==> src/rtl/can_ctrl_pkg.sv <==
package can_ctrl_pkg;

  // register indices on the special-function register port
  localparam logic [1:0] MODE_CONTROL_IDX      = 2'h0;
  localparam logic [1:0] MODE_STATUS_IDX       = 2'h1;
  localparam logic [1:0] LINK_ERROR_STATUS_IDX = 2'h2;
  localparam logic [1:0] TX_ERROR_COUNT_IDX    = 2'h3;

  // mode_control field layout
  localparam int REQ_MODE_MSB = 7;
  localparam int REQ_MODE_LSB = 5;
  localparam int ABORT_BIT    = 4;
  localparam int WIN_MSB      = 3;
  localparam int WIN_LSB      = 1;

  // mode_status field layout
  localparam int CUR_MODE_MSB = 7;
  localparam int CUR_MODE_LSB = 5;
  localparam int ICODE_MSB    = 3;
  localparam int ICODE_LSB    = 1;

  // link_error_status bit positions
  localparam int RX0_OVFL_BIT  = 7;
  localparam int RX1_OVFL_BIT  = 6;
  localparam int TX_BOFF_BIT   = 5;
  localparam int TX_PASS_BIT   = 4;
  localparam int RX_PASS_BIT   = 3;
  localparam int TX_WARN_BIT   = 2;
  localparam int RX_WARN_BIT   = 1;
  localparam int ANY_WARN_BIT  = 0;

  // reset values
  localparam logic [7:0] MODE_CONTROL_RST = 8'h80;
  localparam logic [2:0] CUR_MODE_RST     = 3'h4;

  // operating mode codes
  localparam logic [2:0] MODE_NORMAL  = 3'h0;
  localparam logic [2:0] MODE_DISABLE = 3'h1;
  localparam logic [2:0] MODE_LOOP    = 3'h2;
  localparam logic [2:0] MODE_LISTEN  = 3'h3;
  localparam logic [2:0] MODE_CONFIG  = 3'h4;

  // interrupt / window codes, shared so software can copy one into the other
  localparam logic [2:0] CODE_NONE  = 3'h0;
  localparam logic [2:0] CODE_ERR   = 3'h1;
  localparam logic [2:0] CODE_TX_BUF2 = 3'h2;
  localparam logic [2:0] CODE_TX_BUF1 = 3'h3;
  localparam logic [2:0] CODE_TX_BUF0 = 3'h4;
  localparam logic [2:0] CODE_RX_BUF1 = 3'h5;
  localparam logic [2:0] CODE_RX_BUF0 = 3'h6;
  localparam logic [2:0] CODE_WAKE    = 3'h7;

  // one-hot window select: {rx buffer 1, rx buffer 0, tx buffer 2, tx buffer 1, tx buffer 0}
  localparam logic [4:0] WSEL_TX_BUF0 = 5'h01;
  localparam logic [4:0] WSEL_TX_BUF1 = 5'h02;
  localparam logic [4:0] WSEL_TX_BUF2 = 5'h04;
  localparam logic [4:0] WSEL_RX_BUF0 = 5'h08;
  localparam logic [4:0] WSEL_RX_BUF1 = 5'h10;

  // error counter thresholds and steps
  localparam logic [8:0] TX_BOFF_LIMIT = 9'h0FF;
  localparam logic [8:0] PASSIVE_LIMIT = 9'h07F;
  localparam logic [8:0] WARN_LIMIT    = 9'h05F;
  localparam logic [8:0] ERR_STEP      = 9'h008;
  localparam logic [7:0] RECOVERY_RUNS = 8'h80;

endpackage

==> src/rtl/err_status_if.sv <==
`timescale 1ns/1ps
`default_nettype none
interface err_status_if;
  logic       tx_bus_off;
  logic       tx_passive;
  logic       rx_passive;
  logic       tx_warning;
  logic       rx_warning;
  logic       any_warning;
  logic [7:0] tx_count;
  logic [2:0] irq_code;

  modport counter (output tx_bus_off, tx_passive, rx_passive, tx_warning, rx_warning,
                   any_warning, tx_count);
  modport prio    (output irq_code);
  modport top     (input tx_bus_off, tx_passive, rx_passive, tx_warning, rx_warning,
                   any_warning, tx_count, irq_code);
endinterface
`default_nettype wire

==> src/rtl/error_counters.sv <==
`timescale 1ns/1ps
`default_nettype none
module error_counters (
  input  wire logic clk_sys_i,
  input  wire logic rstn_i,
  input  wire logic tx_err_i,
  input  wire logic tx_ok_i,
  input  wire logic rx_err_i,
  input  wire logic rx_ok_i,
  input  wire logic recessive_run_i,
  err_status_if.counter st
);
  logic [8:0] tx_count;
  logic [8:0] rx_count;
  logic [7:0] run_count;
  logic       bus_off;

  assign bus_off = tx_count > can_ctrl_pkg::TX_BOFF_LIMIT;

  // transmit count grows past 255 into bus-off, then recovers after idle runs
  always_ff @(posedge clk_sys_i) begin
    if (!rstn_i) begin
      tx_count  <= 9'h000;
      run_count <= 8'h00;
    end else if (bus_off) begin
      if (recessive_run_i) begin
        if (run_count == can_ctrl_pkg::RECOVERY_RUNS - 8'h01) begin
          tx_count  <= 9'h000;
          run_count <= 8'h00;
        end else begin
          run_count <= run_count + 8'h01;
        end
      end
    end else if (tx_err_i) begin
      tx_count <= tx_count + can_ctrl_pkg::ERR_STEP;
    end else if (tx_ok_i && tx_count != 9'h000) begin
      tx_count <= tx_count - 9'h001;
    end
  end

  // receive count stops counting up once it reaches 256, just above 255
  always_ff @(posedge clk_sys_i) begin
    if (!rstn_i) begin
      rx_count <= 9'h000;
    end else if (rx_err_i && rx_count < 9'h100) begin
      rx_count <= rx_count + can_ctrl_pkg::ERR_STEP;
    end else if (rx_ok_i && rx_count != 9'h000) begin
      rx_count <= rx_count - 9'h001;
    end
  end

  always_ff @(posedge clk_sys_i) begin
    if (!rstn_i) begin
      st.tx_bus_off  <= 1'b0;
      st.tx_passive  <= 1'b0;
      st.rx_passive  <= 1'b0;
      st.tx_warning  <= 1'b0;
      st.rx_warning  <= 1'b0;
      st.any_warning <= 1'b0;
      st.tx_count    <= 8'h00;
    end else begin
      st.tx_bus_off  <= bus_off;
      st.tx_passive  <= tx_count > can_ctrl_pkg::PASSIVE_LIMIT;
      st.rx_passive  <= rx_count > can_ctrl_pkg::PASSIVE_LIMIT;
      st.tx_warning  <= (tx_count > can_ctrl_pkg::WARN_LIMIT)
                        && (tx_count <= can_ctrl_pkg::PASSIVE_LIMIT);
      st.rx_warning  <= (rx_count > can_ctrl_pkg::WARN_LIMIT)
                        && (rx_count <= can_ctrl_pkg::PASSIVE_LIMIT);
      st.any_warning <= ((tx_count > can_ctrl_pkg::WARN_LIMIT)
                         && (tx_count <= can_ctrl_pkg::PASSIVE_LIMIT))
                        || ((rx_count > can_ctrl_pkg::WARN_LIMIT)
                         && (rx_count <= can_ctrl_pkg::PASSIVE_LIMIT));
      st.tx_count    <= tx_count[7:0];
    end
  end
endmodule // error_counters
`default_nettype wire

==> src/rtl/irq_code_encoder.sv <==
`timescale 1ns/1ps
`default_nettype none
module irq_code_encoder (
  input  wire logic       clk_sys_i,
  input  wire logic       rstn_i,
  input  wire logic [7:0] pending_i,
  err_status_if.prio      st
);
  // pending_i bit n stands for code n; bit 0 is unused
  logic [2:0] next_code;

  always_comb begin
    next_code = can_ctrl_pkg::CODE_NONE;
    for (int i = 1; i < 8; i++) begin
      if (pending_i[i]) begin
        next_code = 3'(i);
      end
    end
  end

  always_ff @(posedge clk_sys_i) begin
    if (!rstn_i) begin
      st.irq_code <= can_ctrl_pkg::CODE_NONE;
    end else begin
      st.irq_code <= next_code;
    end
  end
endmodule // irq_code_encoder
`default_nettype wire

==> src/rtl/can_mode_and_error_status.sv <==
`timescale 1ns/1ps
`default_nettype none
module can_mode_and_error_status (
  input  wire logic       clk_sys_i,
  input  wire logic       rstn_i,
  // special-function register port
  input  wire logic [1:0] reg_addr_i,
  input  wire logic       reg_wr_i,
  input  wire logic [7:0] reg_wdata_i,
  input  wire logic       reg_rd_i,
  output logic      [7:0] reg_rdata_o,
  // protocol engine side
  input  wire logic       engine_idle_i,
  input  wire logic       rx0_overflow_i,
  input  wire logic       rx1_overflow_i,
  input  wire logic       tx_err_i,
  input  wire logic       tx_ok_i,
  input  wire logic       rx_err_i,
  input  wire logic       rx_ok_i,
  input  wire logic       recessive_run_i,
  input  wire logic       wakeup_irq_flag_i,
  input  wire logic       rx_buf0_irq_i,
  input  wire logic       rx_buf1_irq_i,
  input  wire logic       tx_buf0_irq_i,
  input  wire logic       tx_buf1_irq_i,
  input  wire logic       tx_buf2_irq_i,
  input  wire logic       error_irq_flag_i,
  // control outputs
  output logic      [2:0] engine_mode_o,
  output logic      [2:0] abort_tx_o,
  output logic      [4:0] window_sel_o,
  output logic            sleep_ready_o,
  output logic            tx_bus_off_o
);

  typedef enum logic [2:0] {
    MODE_RUN   = 3'b001,
    MODE_WAIT  = 3'b010,
    MODE_APPLY = 3'b100
  } mode_fsm_e;

  err_status_if st ();

  logic [2:0] requested_op_mode;
  logic       abort_all_tx;
  logic [2:0] window_select;
  logic [2:0] current_op_mode;
  logic [2:0] target_mode;
  logic [2:0] next_target;
  logic       rx_buf0_overflow;
  logic       rx_buf1_overflow;
  logic [7:0] mode_control;
  logic [7:0] mode_status;
  logic [7:0] link_error_status;
  logic [7:0] pending;
  logic [4:0] next_window;
  logic       wr_ctrl;
  logic       wr_link;
  mode_fsm_e  mode_state;

  // register write decode
  always_comb begin
    wr_ctrl = 1'b0;
    wr_link = 1'b0;
    if (reg_wr_i && reg_addr_i == can_ctrl_pkg::MODE_CONTROL_IDX) begin
      wr_ctrl = 1'b1;
    end else if (reg_wr_i && reg_addr_i == can_ctrl_pkg::LINK_ERROR_STATUS_IDX) begin
      wr_link = 1'b1;
    end
  end

  // mode_control: bit 0 has no storage, so writes to it are dropped
  always_ff @(posedge clk_sys_i) begin
    if (!rstn_i) begin
      requested_op_mode <= can_ctrl_pkg::MODE_CONTROL_RST[can_ctrl_pkg::REQ_MODE_MSB:
                                                          can_ctrl_pkg::REQ_MODE_LSB];
      abort_all_tx      <= 1'b0;
      window_select     <= 3'h0;
    end else if (wr_ctrl) begin
      requested_op_mode <= reg_wdata_i[can_ctrl_pkg::REQ_MODE_MSB:can_ctrl_pkg::REQ_MODE_LSB];
      abort_all_tx      <= reg_wdata_i[can_ctrl_pkg::ABORT_BIT];
      window_select     <= reg_wdata_i[can_ctrl_pkg::WIN_MSB:can_ctrl_pkg::WIN_LSB];
    end
  end

  // mode request decode and transition
  always_comb begin
    if (requested_op_mode[2]) begin
      next_target = can_ctrl_pkg::MODE_CONFIG;
    end else begin
      next_target = requested_op_mode;
    end
  end

  // the engine only switches mode while the bus is idle; the reported mode
  // trails the request until that moment so software can poll for it
  always_ff @(posedge clk_sys_i) begin
    if (!rstn_i) begin
      mode_state      <= MODE_RUN;
      target_mode     <= can_ctrl_pkg::CUR_MODE_RST;
      current_op_mode <= can_ctrl_pkg::CUR_MODE_RST;
    end else begin
      case (mode_state)
        MODE_RUN: begin
          if (next_target != current_op_mode) begin
            target_mode <= next_target;
            mode_state  <= MODE_WAIT;
          end
        end
        MODE_WAIT: begin
          if (next_target != target_mode) begin
            target_mode <= next_target;
          end else if (engine_idle_i) begin
            mode_state <= MODE_APPLY;
          end
        end
        MODE_APPLY: begin
          current_op_mode <= target_mode;
          mode_state      <= MODE_RUN;
        end
        default: begin
          mode_state <= MODE_RUN;
        end
      endcase
    end
  end

  always_ff @(posedge clk_sys_i) begin
    if (!rstn_i) begin
      engine_mode_o <= can_ctrl_pkg::CUR_MODE_RST;
      sleep_ready_o <= 1'b0;
    end else begin
      engine_mode_o <= current_op_mode;
      sleep_ready_o <= current_op_mode == can_ctrl_pkg::MODE_DISABLE;
    end
  end

  // abort of all pending transmissions
  always_ff @(posedge clk_sys_i) begin
    if (!rstn_i) begin
      abort_tx_o <= 3'h0;
    end else begin
      abort_tx_o <= {3{abort_all_tx}};
    end
  end

  // buffer window mapping; the select is valid whatever bank the core uses
  always_comb begin
    case (window_select)
      can_ctrl_pkg::CODE_TX_BUF0: next_window = can_ctrl_pkg::WSEL_TX_BUF0;
      can_ctrl_pkg::CODE_TX_BUF1: next_window = can_ctrl_pkg::WSEL_TX_BUF1;
      can_ctrl_pkg::CODE_TX_BUF2: next_window = can_ctrl_pkg::WSEL_TX_BUF2;
      can_ctrl_pkg::CODE_RX_BUF1: next_window = can_ctrl_pkg::WSEL_RX_BUF1;
      default:                    next_window = can_ctrl_pkg::WSEL_RX_BUF0;
    endcase
  end

  always_ff @(posedge clk_sys_i) begin
    if (!rstn_i) begin
      window_sel_o <= can_ctrl_pkg::WSEL_RX_BUF0;
    end else begin
      window_sel_o <= next_window;
    end
  end

  // interrupt source code; pending bit index equals window code
  always_comb begin
    pending                             = 8'h00;
    pending[can_ctrl_pkg::CODE_WAKE]    = wakeup_irq_flag_i;
    pending[can_ctrl_pkg::CODE_RX_BUF0] = rx_buf0_irq_i;
    pending[can_ctrl_pkg::CODE_RX_BUF1] = rx_buf1_irq_i;
    pending[can_ctrl_pkg::CODE_TX_BUF0] = tx_buf0_irq_i;
    pending[can_ctrl_pkg::CODE_TX_BUF1] = tx_buf1_irq_i;
    pending[can_ctrl_pkg::CODE_TX_BUF2] = tx_buf2_irq_i;
    pending[can_ctrl_pkg::CODE_ERR]     = error_irq_flag_i;
  end

  irq_code_encoder u_irq_code (
    .clk_sys_i (clk_sys_i),
    .rstn_i    (rstn_i),
    .pending_i (pending),
    .st        (st.prio)
  );

  error_counters u_err_cnt (
    .clk_sys_i       (clk_sys_i),
    .rstn_i          (rstn_i),
    .tx_err_i        (tx_err_i),
    .tx_ok_i         (tx_ok_i),
    .rx_err_i        (rx_err_i),
    .rx_ok_i         (rx_ok_i),
    .recessive_run_i (recessive_run_i),
    .st              (st.counter)
  );

  always_ff @(posedge clk_sys_i) begin
    if (!rstn_i) begin
      tx_bus_off_o <= 1'b0;
    end else begin
      tx_bus_off_o <= st.tx_bus_off;
    end
  end

  // sticky overflow flags: a new overflow beats a clear in the same cycle;
  // software clears by writing zero, a one leaves the flag alone
  always_ff @(posedge clk_sys_i) begin
    if (!rstn_i) begin
      rx_buf0_overflow <= 1'b0;
    end else if (rx0_overflow_i) begin
      rx_buf0_overflow <= 1'b1;
    end else if (wr_link && !reg_wdata_i[can_ctrl_pkg::RX0_OVFL_BIT]) begin
      rx_buf0_overflow <= 1'b0;
    end
  end

  always_ff @(posedge clk_sys_i) begin
    if (!rstn_i) begin
      rx_buf1_overflow <= 1'b0;
    end else if (rx1_overflow_i) begin
      rx_buf1_overflow <= 1'b1;
    end else if (wr_link && !reg_wdata_i[can_ctrl_pkg::RX1_OVFL_BIT]) begin
      rx_buf1_overflow <= 1'b0;
    end
  end

  // read-back images
  always_comb begin
    mode_control = {requested_op_mode, abort_all_tx, window_select, 1'b0};
    mode_status  = {current_op_mode, 1'b0, st.irq_code, 1'b0};
    link_error_status = {rx_buf0_overflow, rx_buf1_overflow, st.tx_bus_off,
                         st.tx_passive, st.rx_passive, st.tx_warning,
                         st.rx_warning, st.any_warning};
  end

  always_ff @(posedge clk_sys_i) begin
    if (!rstn_i) begin
      reg_rdata_o <= 8'h00;
    end else if (!reg_rd_i) begin
      reg_rdata_o <= 8'h00;
    end else if (reg_addr_i == can_ctrl_pkg::MODE_CONTROL_IDX) begin
      reg_rdata_o <= mode_control;
    end else if (reg_addr_i == can_ctrl_pkg::MODE_STATUS_IDX) begin
      reg_rdata_o <= mode_status;
    end else if (reg_addr_i == can_ctrl_pkg::LINK_ERROR_STATUS_IDX) begin
      reg_rdata_o <= link_error_status;
    end else begin
      reg_rdata_o <= st.tx_count;
    end
  end

endmodule // can_mode_and_error_status
`default_nettype wire

==> config.mk <==
export PLATFORM = sky130hd
export DESIGN_NAME = can_mode_and_error_status
export DESIGN_NICKNAME = d
export VERILOG_FILES = /design/src/rtl/can_ctrl_pkg.sv /design/src/rtl/err_status_if.sv /design/src/rtl/error_counters.sv /design/src/rtl/irq_code_encoder.sv /design/src/rtl/can_mode_and_error_status.sv
export SDC_FILE = /design/constraint.sdc
export NUM_CORES = 1
export LEC_CHECK = 0
export ABC_AREA = 1
export BUFFER_PORTS_ARGS = -buffer_cell sky130_fd_sc_hd__buf_2
export CAP_MARGIN = 20
export CORE_UTILIZATION = 37
export DETAILED_ROUTE_END_ITERATION = 8
export GPL_TIMING_DRIVEN = 0
export SYNTH_ARGS = -nofsm -noshare
export SYNTH_HDL_FRONTEND = slang
export SYNTH_SLANG_ARGS = --single-unit
==> constraint.sdc <==
create_clock -name clk_sys_i -period 2.6 [get_ports clk_sys_i]
set_clock_uncertainty 0.05 [all_clocks]
set_input_delay 0.52 -clock clk_sys_i [delete_from_list [all_inputs] [get_ports clk_sys_i]]
set_output_delay 0.52 -clock clk_sys_i [all_outputs]
set_load 0.02 [all_outputs]
* Yosys cells after proc, flatten, opt, wreduce, memory -nomap -nowiden
Index checks and enable logic that the tools add are counted.
Widths: inputs -> output; s select.
** Operators by class
- $add $sub $neg :: 5
- Order comparisons :: 8
- Equality and inequality tests :: 19
- Muxes and demuxes :: 34
- Bitwise gates (word level) :: 2
- Reduce and logical (&&, ||, !) cells :: 26
** Operators by type and width (count)
- $mux 9 :: 7
- $gt 9x7->1 const B :: 4
- $mux 8 :: 4
- $mux 3 :: 10
- $pmux 5 s4 :: 1
- $add 9x4->9 const B :: 2
- $le 9x7->1 const B :: 2
- $reduce_bool 9->1 :: 2
- $sub 9x1->9 const B :: 2
- $ne 2x2->1 const B :: 6
- $pmux 3 s2 :: 2
- $eq 3x2->1 const B :: 3
- $eq 3x3->1 const B :: 3
- $gt 9x8->1 const B :: 1
- $logic_and 1x1->1 :: 9
- $lt 9x9->1 const B :: 1
- $reduce_and 3->1 :: 3
- $add 8x1->8 const B :: 1
- $eq 8x7->1 const B :: 1
- $mux 1 :: 8
- $reduce_bool 2->1 :: 4
- $eq 3x1->1 const B :: 2
- $ne 3x3->1 :: 2
- $mux 2 :: 2
- 9 further kinds :: 12
** Storage, ports and cells
- Bits in registers :: 80
- Input port bits :: 29
- Output and inout port bits :: 21
- Word-level logic and storage cells :: 120

* Longest topological paths before layout
Gate-level depths: netlist of run 1.
- Depth after elaboration :: 7
- Depth in mapped cells :: 13
- Depth with buffers taken out :: 13

* By module
From an unflattened synthesis of run 1, not the netlist that was laid out.
** Second synthesis, totals
- Cells, all modules :: 596
- Area total of the unflattened synthesis :: 4112.7 um^2
** By module, submodules not included
- error_counters :: times used 1, cells an instance 365, area an instance 2402.3 um^2, seq. area each 800.8 um^2
- can_mode_and_error_status :: times used 1, cells an instance 211, area an instance 1575.3 um^2, seq. area each 740.7 um^2
- irq_code_encoder :: times used 1, cells an instance 20, area an instance 135.1 um^2, seq. area each 60.1 um^2

* Least setup slack after synthesis of run 1
OpenSTA, ideal clock, no wires.
- Path type :: register to register
- Start point :: reg u_err_cnt.tx_count[3]
- End point :: reg u_err_cnt.run_count[7]
- Library setup time :: 122 ps
- Arrival :: 1486 ps
- Required time :: 2428 ps
- Setup slack :: 942 ps
- Cell stages (with the launch flop) :: 13
- Path buffers :: 1
- Period minus slack after synthesis :: 1658 ps
- Cell sequence :: dfxtp_1 > ha_1 > nand2_2 > inv_2 > nand2_1 > nor2_2 > nand2_2 > nand2_4 > nand2_4 > buf_8 > nor2_4 > xor2_1 > nor2_1
** Between the ends
- Word-level cells in the longest chain between the ends :: 2
** RTL lines
- from (decl) :: line error_counters.sv:13 : logic [8:0] tx_count;
- from (signal assigned) :: line error_counters.sv:35 : tx_count <= tx_count + can_ctrl_pkg::ERR_STEP;
- from (signal assigned) :: line error_counters.sv:37 : tx_count <= tx_count - 9'h001;
- $gt 9x8->1 :: line error_counters.sv:18 : assign bus_off = tx_count > can_ctrl_pkg::TX_BOFF_LIMIT;
- $reduce_and 2->1 (no line)
- to (signal assigned) :: line error_counters.sv:31 : run_count <= run_count + 8'h01;
- to (decl) :: line error_counters.sv:15 : logic [7:0] run_count;
No other way between the ends.
A chain may end at the register's enable or synchronous reset.

* Worst setup path after layout of run 1
Ends and elaborated chain as after synthesis.

==> impl_metrics.env, run 1 <==
export IMPL_p_seq_share_pct=39.7
export IMPL_rsz0062_at_grt="no"
export IMPL_cts_resized=0
export IMPL_initial_core_util_pct=38.0
export IMPL_ctsHoldBuffers=0
export IMPL_max_freq_mhz=518
export IMPL_path_class="register to register"
export IMPL_htreeDepth=3
export IMPL_combPwrFrac_pct=35.1
export IMPL_ant_nets=0
export IMPL_worstPathMaxFanout=10
export IMPL_hold_worst_slack_ns=0.337
export IMPL_diodes=0
export IMPL_critical_path_top_delay_family="simple AND/OR/NAND/NOR gates"
export IMPL_syn_area_sq_mm=0.00393
export IMPL_grt_pass1_vias=3487
export IMPL_postPlaceCellArea_sq_mm=0.00433
export IMPL_cts_buffers=9
export IMPL_vias=3630
export IMPL_critPathMaxStageDelay_ns=0.49
export IMPL_power_internal_mw=2.48
export IMPL_drc=0
export IMPL_fin_cells=760
export IMPL_reg2reg_slack_ns=0.67
export IMPL_setup_viol=0
export IMPL_clk_pin_slew_ns=0.09
export IMPL_root_buffer="clkbuf_8"
export IMPL_critPathBufInv=2
export IMPL_grt_usage_pct=17.9
export IMPL_outcome="finished clean"
export IMPL_arrival_ns=2.12
export IMPL_nNetsFinal=661
export IMPL_io_buffers=47
export IMPL_core_area_sq_mm=0.0103
export IMPL_required_ns=2.79
export IMPL_die_y_um=105
export IMPL_p_clk_share_pct=25.2
export IMPL_dieArea_sq_mm=0.0110
export IMPL_rows=37
export IMPL_area_growth_pct=15.9
export IMPL_yosys_warnings=0
export IMPL_postSynthAreaPerCell_sq_um=7.00
export IMPL_leakage_nw=2.19
export IMPL_clock_latency_ns=0.35
export IMPL_period_needed_ns=1.93
export IMPL_synth_nets=603
export IMPL_synthCells=561
export IMPL_dp_cells=744
export IMPL_power_density_mw_per_mm2=880
export IMPL_synth_seq_cells=80
export IMPL_worstSetupStartpointType="register"
export IMPL_drtIter0Drc=186
export IMPL_antenna_found_initial=0
export IMPL_irDropWorstVdd_mv=0.368
export IMPL_wl_um=9210
export IMPL_worstMarginPinSlew_ns=0.680
export IMPL_end_kind="register"
export IMPL_max_slew_margin_rel_pct=54.3
export IMPL_synthTopCellsByArea="dfxtp_1 (41%), nand2_1 (12%), inv_1 (7.4%)"
export IMPL_drv_slew=0
export IMPL_final_period_utilization_pct=74.3
export IMPL_cp_slowest_cell="dfxtp_1"
export IMPL_grt_max_degree=15
export IMPL_hold_path_class="primary input to register"
export IMPL_hold_violations=0
export IMPL_finalSetupTns_ns=0
export IMPL_p_switching_mw=1.53
export IMPL_die_x_um=105
export IMPL_cts_tree="done"
export IMPL_grt_pass1_wl_um=15700
export IMPL_first_pass_iters=5
export IMPL_pin_count=50
export IMPL_max_cap_viol_count=0
export IMPL_drive_above_1_share_pct=14.3
export IMPL_yosysTopAreaCell="dfxtp_1"
export IMPL_switching_share_pct=38.1
export IMPL_utilization_pct=44.1
export IMPL_path_cells="ha_1, nand2_2, inv_2, nand2_1, nor2_2, nand2_2, nand2_4, nand2_4, buf_8, nor2_4, xor2_1, nor2_1"
export IMPL_grt_overflow_total=0
export IMPL_postCtsSetupBuffers=0
export IMPL_via_per_inst=4.78
export IMPL_clockBufferDepth=2
export IMPL_dpl_hpwl_um=6910
export IMPL_wl_per_cell_um=12.1
export IMPL_clock_sinks=80
export IMPL_final_cell_area_sq_mm=0.00455
export IMPL_gp_congestion=0.850
export IMPL_ys_types=37
export IMPL_seq_area_frac_synth_pct=40.8
export IMPL_synth_top_cell_area_share_pct=40.8
==> metal layers <==
| layer | routed length [um] | track usage [%] | vias to the layer above | share of wire [%] |
|---|---|---|---|---|
| met4 | 97 | 5.53 | 0 | 1.1 |
| met1 | 4450 | 22.8 | 1634 | 48 |
| met5 | 0 | 0 | - | 0 |
| li1 | - | - | 1913 | - |
| met3 | 466 | 4.80 | 8 | 5.1 |
| met2 | 4200 | 29.5 | 75 | 46 |
==> worst min-delay path: stages <==
cell and delay [ns]:
buf_2 0.09, a21oi_1 0.04, nor2_1 0.06
==> per-stage QoR <==
stage / setup slack [ns] / power, mW
6_report: 0.669 / 4.01
5_1_grt: 0.502 / 4.34
3_5_place_dp: 0.643 / 3.01
4_1_cts: 0.644 / 4.03
3_3_place_gp: 0.636 / 2.98
2_1_floorplan: 0.942 / 2.68
==> final cells by class <==
cell class / instances / area (sq um)
plain buffers: 17 / 101
clock buffers: 10 / 128
clock inverters: 6 / 92.6
fillers: 1072 / 5770
inverters: 80 / 300
multi-input cells: 384 / 1920
flip-flops and latches: 80 / 1600
well taps: 136 / 170
repair buffers: 47 / 235
==> synthesized netlist by cell type <==
library cell	number
nor2_1	63
clkinv_1	1
nand2_2	4
inv_2	2
buf_4	4
or2_2	2
nand2_1	123
o21ai_0	34
and3_1	1
inv_1	77
o211ai_1	4
nand4_1	9
buf_8	1
buf_1	1
a31oi_1	4
xnor2_1	1
a21oi_1	47
o21ai_1	1
o311ai_0	1
nor3b_1	1
ha_1	13
o21ai_2	1
nor3b_2	1
nor3_2	1
clkbuf_1	7
nor2_2	2
nand3_1	42
o21bai_1	2
dfxtp_1	80
buf_2	3
nand2_4	3
xor2_1	8
buf_6	1
o22ai_1	2
nor2_4	2
nor3_1	11
a32o_1	1
==> power groups by stage <==
stage	clock network, mW	logic, mW	registers [mW]
floorplan	0	1.10	1.58
global placement	0	1.37	1.61
detailed placement	0	1.39	1.62
CTS	1.04	1.40	1.59
global route	1.09	1.63	1.62
finish	1.01	1.41	1.59
==> state kept, by name (all words and copies together), names as in the netlist, 5 cells and up <==
name,count
u_err_cnt.rx_count,9
reg_rdata_o,8
u_err_cnt.st.tx_count,8
u_err_cnt.tx_count,9
window_sel_o,5
u_err_cnt.run_count,8
==> worst paths after layout <==
check / to / cells after the start / startpoint
max: u_err_cnt.run_count[7]$_SDFFE_PN0P_ / 12 / u_err_cnt.tx_count[3]$_SDFFE_PN0P_
min: rx_buf0_overflow$_SDFFE_PN0P_ / 3 / rx0_overflow_i
max reg2reg: u_err_cnt.run_count[7]$_SDFFE_PN0P_ / 12 / u_err_cnt.tx_count[3]$_SDFFE_PN0P_
min reg2reg: tx_bus_off_o$_SDFF_PN0_ / 2 / u_err_cnt.st.tx_bus_off$_SDFF_PN0_
==> kinds of logic (layout without fill, tap and decap cells) <==
| family | after synthesis | after routing | synth area share, % |
|---|---|---|---|
| adders and majority gates | 13 | 13 | 4.14 |
| DFF | 80 | 80 | 40.8 |
| AOI/OAI and AO/OA | 97 | 97 | 13.3 |
| buffers and inverters | 97 | 160 | 10.2 |
| xor gates and xnor gates | 9 | 9 | 2.01 |
| and+or+nand+nor | 265 | 265 | 29.6 |
==> layout by cell type, fill, tap and decap left out, types with 2 or more instances in the layout <==
master / netlist / layout
nand4_1: 9 / 9
nand2_1: 123 / 123
or2_2: 2 / 2
buf_4: 4 / 4
inv_2: 2 / 2
clkinvlp_4: 0 / 2
o22ai_1: 2 / 2
nand3_1: 42 / 42
nor2_1: 63 / 63
o211ai_1: 4 / 4
clkbuf_1: 7 / 8
clkbuf_8: 0 / 9
a21oi_1: 47 / 47
nor2_2: 2 / 2
bufinv_16: 0 / 2
ha_1: 13 / 13
nor2_4: 2 / 2
a31oi_1: 4 / 4
nand2_4: 3 / 3
buf_2: 3 / 50
nand2_2: 4 / 4
dfxtp_1: 80 / 80
o21ai_0: 34 / 34
inv_1: 77 / 77
o21bai_1: 2 / 2
xor2_1: 8 / 8
nor3_1: 11 / 11
Power figures use the tool's default switching activity.
==> run 2: changes to the inputs <==
--- a/config.mk
+++ b/config.mk
@@ -5,7 +5,7 @@
 export SDC_FILE = /design/constraint.sdc
 export NUM_CORES = 1
 export LEC_CHECK = 0
-export ABC_AREA = 1
+export ABC_AREA = 0
 export BUFFER_PORTS_ARGS = -buffer_cell sky130_fd_sc_hd__buf_2
 export CAP_MARGIN = 20
 export CORE_UTILIZATION = 37
==> constraint.sdc (replaced) <==
create_clock -name clk_sys_i -period 1.8 [get_ports clk_sys_i]
set_clock_uncertainty 0.05 [all_clocks]
set_input_delay 0.36 -clock clk_sys_i [delete_from_list [all_inputs] [get_ports clk_sys_i]]
set_output_delay 0.36 -clock clk_sys_i [all_outputs]
set_load 0.02 [all_outputs]
==> run 2 against run 1 <==
Sequential share of layout area decreased by 2.1 points. Critical path type unchanged. Maximum frequency down 0.22%. Largest power group is now combinational logic. The flow now finishes with violations (negative setup slack). First-iteration DRC count fell by 27%. Highest routed layer unchanged. Via count is 14% lower.
==> impl_metrics.env, run 2 <==
export IMPL_outcome="finished with violations"
export IMPL_violations="negative setup slack"
export IMPL_vias=3127
export IMPL_arrival_ns=2.12
export IMPL_end_kind="register"
export IMPL_die_x_um=103
export IMPL_synth_edf_count=0
export IMPL_nNetsFinal=522
export IMPL_synthTopCellsByArea="dfxtp_1 (42%), ha_1 (4.3%), mux2i_1 (4.0%)"
export IMPL_ys_types=62
export IMPL_wl_per_cell_um=14.5
export IMPL_post_place_ws_ns=-0.410
export IMPL_ctsHoldBuffers=0
export IMPL_pin_count=50
export IMPL_drv_slew=0
export IMPL_clk_pin_slew_ns=0.09
export IMPL_grt_pass1_wl_um=14000
export IMPL_synthCells=394
export IMPL_synth_most_common_cell="dfxtp_1"
export IMPL_max_cap_viol_count=0
export IMPL_critical_path_top_delay_family="compound AO/OA/AOI/OAI gates"
export IMPL_critPathMaxStageDelay_ns=0.43
export IMPL_worstPathMaxFanout=7
export IMPL_hold_path_class="primary input to register"
export IMPL_regArea_sq_mm=0.00163
export IMPL_via_per_inst=5.06
export IMPL_netlist_top_cells_count="dfxtp_1 (80), nand2_1 (30), inv_1 (20), nor2b_1 (20), and2_1 (19)"
export IMPL_root_buffer="clkbuf_8"
export IMPL_grt_pass1_vias=2950
export IMPL_dieArea_sq_mm=0.0106
export IMPL_leakage_nw=2.05
export IMPL_layout_commonest_cell="dfxtp_1"
export IMPL_synth_nets=436
export IMPL_final_cell_mix="dfxtp_1 (66), buf_2 (48), nand2_1 (27), buf_4 (27), nor2b_1 (20)"
export IMPL_syn_area_sq_mm=0.00377
export IMPL_final_period_utilization_pct=108
export IMPL_max_freq_mhz=517
export IMPL_postPlaceCellArea_sq_mm=0.00420
export IMPL_path_class="register to register"
export IMPL_drive_above_1_share_pct=34.6
export IMPL_synth_ff_type="dfxtp_1"
export IMPL_first_pass_iters=4
export IMPL_clock_latency_ns=0.35
export IMPL_reg_top3="u_err_cnt.rx_count (9), u_err_cnt.tx_count (9)"
export IMPL_postSynthAreaPerCell_sq_um=9.57
export IMPL_setup_viol=16
export IMPL_grt_overflow_total=0
export IMPL_critPathBufInv=2
export IMPL_rows=36
export IMPL_clock_sinks=80
export IMPL_cts_tree="done"
export IMPL_period_needed_ns=1.94
export IMPL_cp_slowest_cell="or4b_1"
export IMPL_rsz0062_at_grt="yes"
export IMPL_synth_top_cell_area_share_pct=42.5
export IMPL_diodes=0
export IMPL_clockBufferDepth=2
export IMPL_die_y_um=103
export IMPL_io_buffers=46
export IMPL_synth_seq_cells=80
export IMPL_yosys_warnings=0
export IMPL_antenna_found_initial=0
export IMPL_gp_congestion=0.875
export IMPL_htreeDepth=3
export IMPL_final_cell_area_sq_mm=0.00493
export IMPL_drc=0
export IMPL_seq_area_frac_synth_pct=42.5
export IMPL_grt_usage_pct=17.3
export IMPL_power_density_mw_per_mm2=1260
export IMPL_multi_input_area_sq_mm=0.00225
export IMPL_max_slew_margin_rel_pct=61.3
export IMPL_fill_cells=926
export IMPL_dpl_hpwl_um=5880
export IMPL_drtIter0Drc=135
export IMPL_area_growth_pct=30.9
export IMPL_yosysTopAreaCell="dfxtp_1"
export IMPL_worstSetupStartpointType="register"
export IMPL_wl_um=8990
export IMPL_required_ns=1.99
export IMPL_ant_nets=0
export IMPL_initial_core_util_pct=38.4
export IMPL_cts_buffers=9
export IMPL_grt_max_degree=16
export IMPL_synth_async_reset_ratio_pct=0
export IMPL_core_area_sq_mm=0.00982
export IMPL_path_cells="inv_2, ha_4, or4b_1, o21a_1, buf_6, a41oi_4, nor4b_2, a221o_1"
export IMPL_hold_violations=0
export IMPL_worstMarginPinSlew_ns=0.581
export IMPL_setup_ws_ns=-0.135
export IMPL_irDropWorstVdd_mv=0.516
run 2: changes by cell type in the layout (fill, tap and decap cells not counted), sizes merged, moves of 19 or more:
cell	delta
nand2	-100
o21ai	-24
nor2b	+20
a21oi	-39
and2	+19
nand3	-31
nor2	-51
inv	-57
buf	+27
run 2: final timing paths:
| path | start | end | slack [ns] | cells past startpoint |
|---|---|---|---|---|
| min | rx1_overflow_i | rx_buf1_overflow$_SDFFE_PN0P_ | 0.16 | 2 |
| max reg2reg | u_err_cnt.tx_count[1]$_SDFFE_PN0P_ | u_err_cnt.tx_count[5]$_SDFFE_PN0P_ | -0.14 | 8 |
| min reg2reg | current_op_mode[1]$_SDFFE_PN0N_ | sleep_ready_o$_SDFF_PN0_ | 0.42 | 1 |
| max | u_err_cnt.tx_count[1]$_SDFFE_PN0P_ | u_err_cnt.tx_count[5]$_SDFFE_PN0P_ | -0.14 | 8 |
run 2: area by class of cell:
class                      count  area share [%]
multi-input combinational    275            45.7
sequential                    80            33.1
timing repair buffer          76            9.86
tap                          133            3.37
clock buffer                   9            2.51
buffer                        18            2.31
clock inverter                 7            1.57
inverter                      20            1.57
run 2: cells by family (layout without fill, tap and decap cells):
| logic type | count (synthesis) | in the layout | synth area share (%) |
|---|---|---|---|
| DFF | 80 | 80 | 42.5 |
| AOI/OAI and AO/OA | 63 | 63 | 12.4 |
| buffers and inverters | 39 | 130 | 4.85 |
| xor gates and xnor gates | 16 | 16 | 3.72 |
| and+or+nand+nor | 160 | 160 | 24.1 |
| muxes | 23 | 23 | 8.16 |
| adders and majority gates | 13 | 13 | 4.31 |
run 2: stage by stage:
step           util (%)  power (mW)  hold WS (ns)  instances  setup TNS, ns
6_report           50.3        6.20         0.156        618          -1.19
5_1_grt            50.3        6.56         0.156        618          -2.49
4_1_cts            47.7        5.97         0.143        605          -1.43
3_5_place_dp       42.8        4.14         0.431        573          -5.42
3_3_place_gp       42.8        4.10         0.420        573          -4.90
2_1_floorplan         -        3.70         0.374        394         -0.168
run 2: worst register-to-register path, stage by stage (launching register included):
cell	delay, ns
dfxtp_2	0.33
inv_2	0.08
ha_4	0.13
or4b_1	0.43
o21a_1	0.19
buf_6	0.14
a41oi_4	0.15
nor4b_2	0.07
a221o_1	0.26
run 2: layer usage:
metal	part of all wire (%)	GRT usage, %	routed length, um	vias up
met5	0	0	0	-
li1	-	-	-	1558
met3	4.0	2.44	357	10
met4	1.3	8.45	113	0
met2	49	28.9	4450	76
met1	45	21.9	4070	1483
run 2: report_power, final:
part / internal, mW / switching (mW) / leakage, nW
clock: 0.656 / 0.713 / 0.101
sequential: 2.04 / 0.304 / 0.659
combinational: 1.26 / 1.22 / 1.29
total: 3.95 / 2.24 / 2.05
run 2: timing repair:
item | CTS | global route
endpoints found under the setup margin | 28 | 28
setup buffers | 17 | 13
gates resized for setup | 36 | 40
pin swaps | 22 | 20
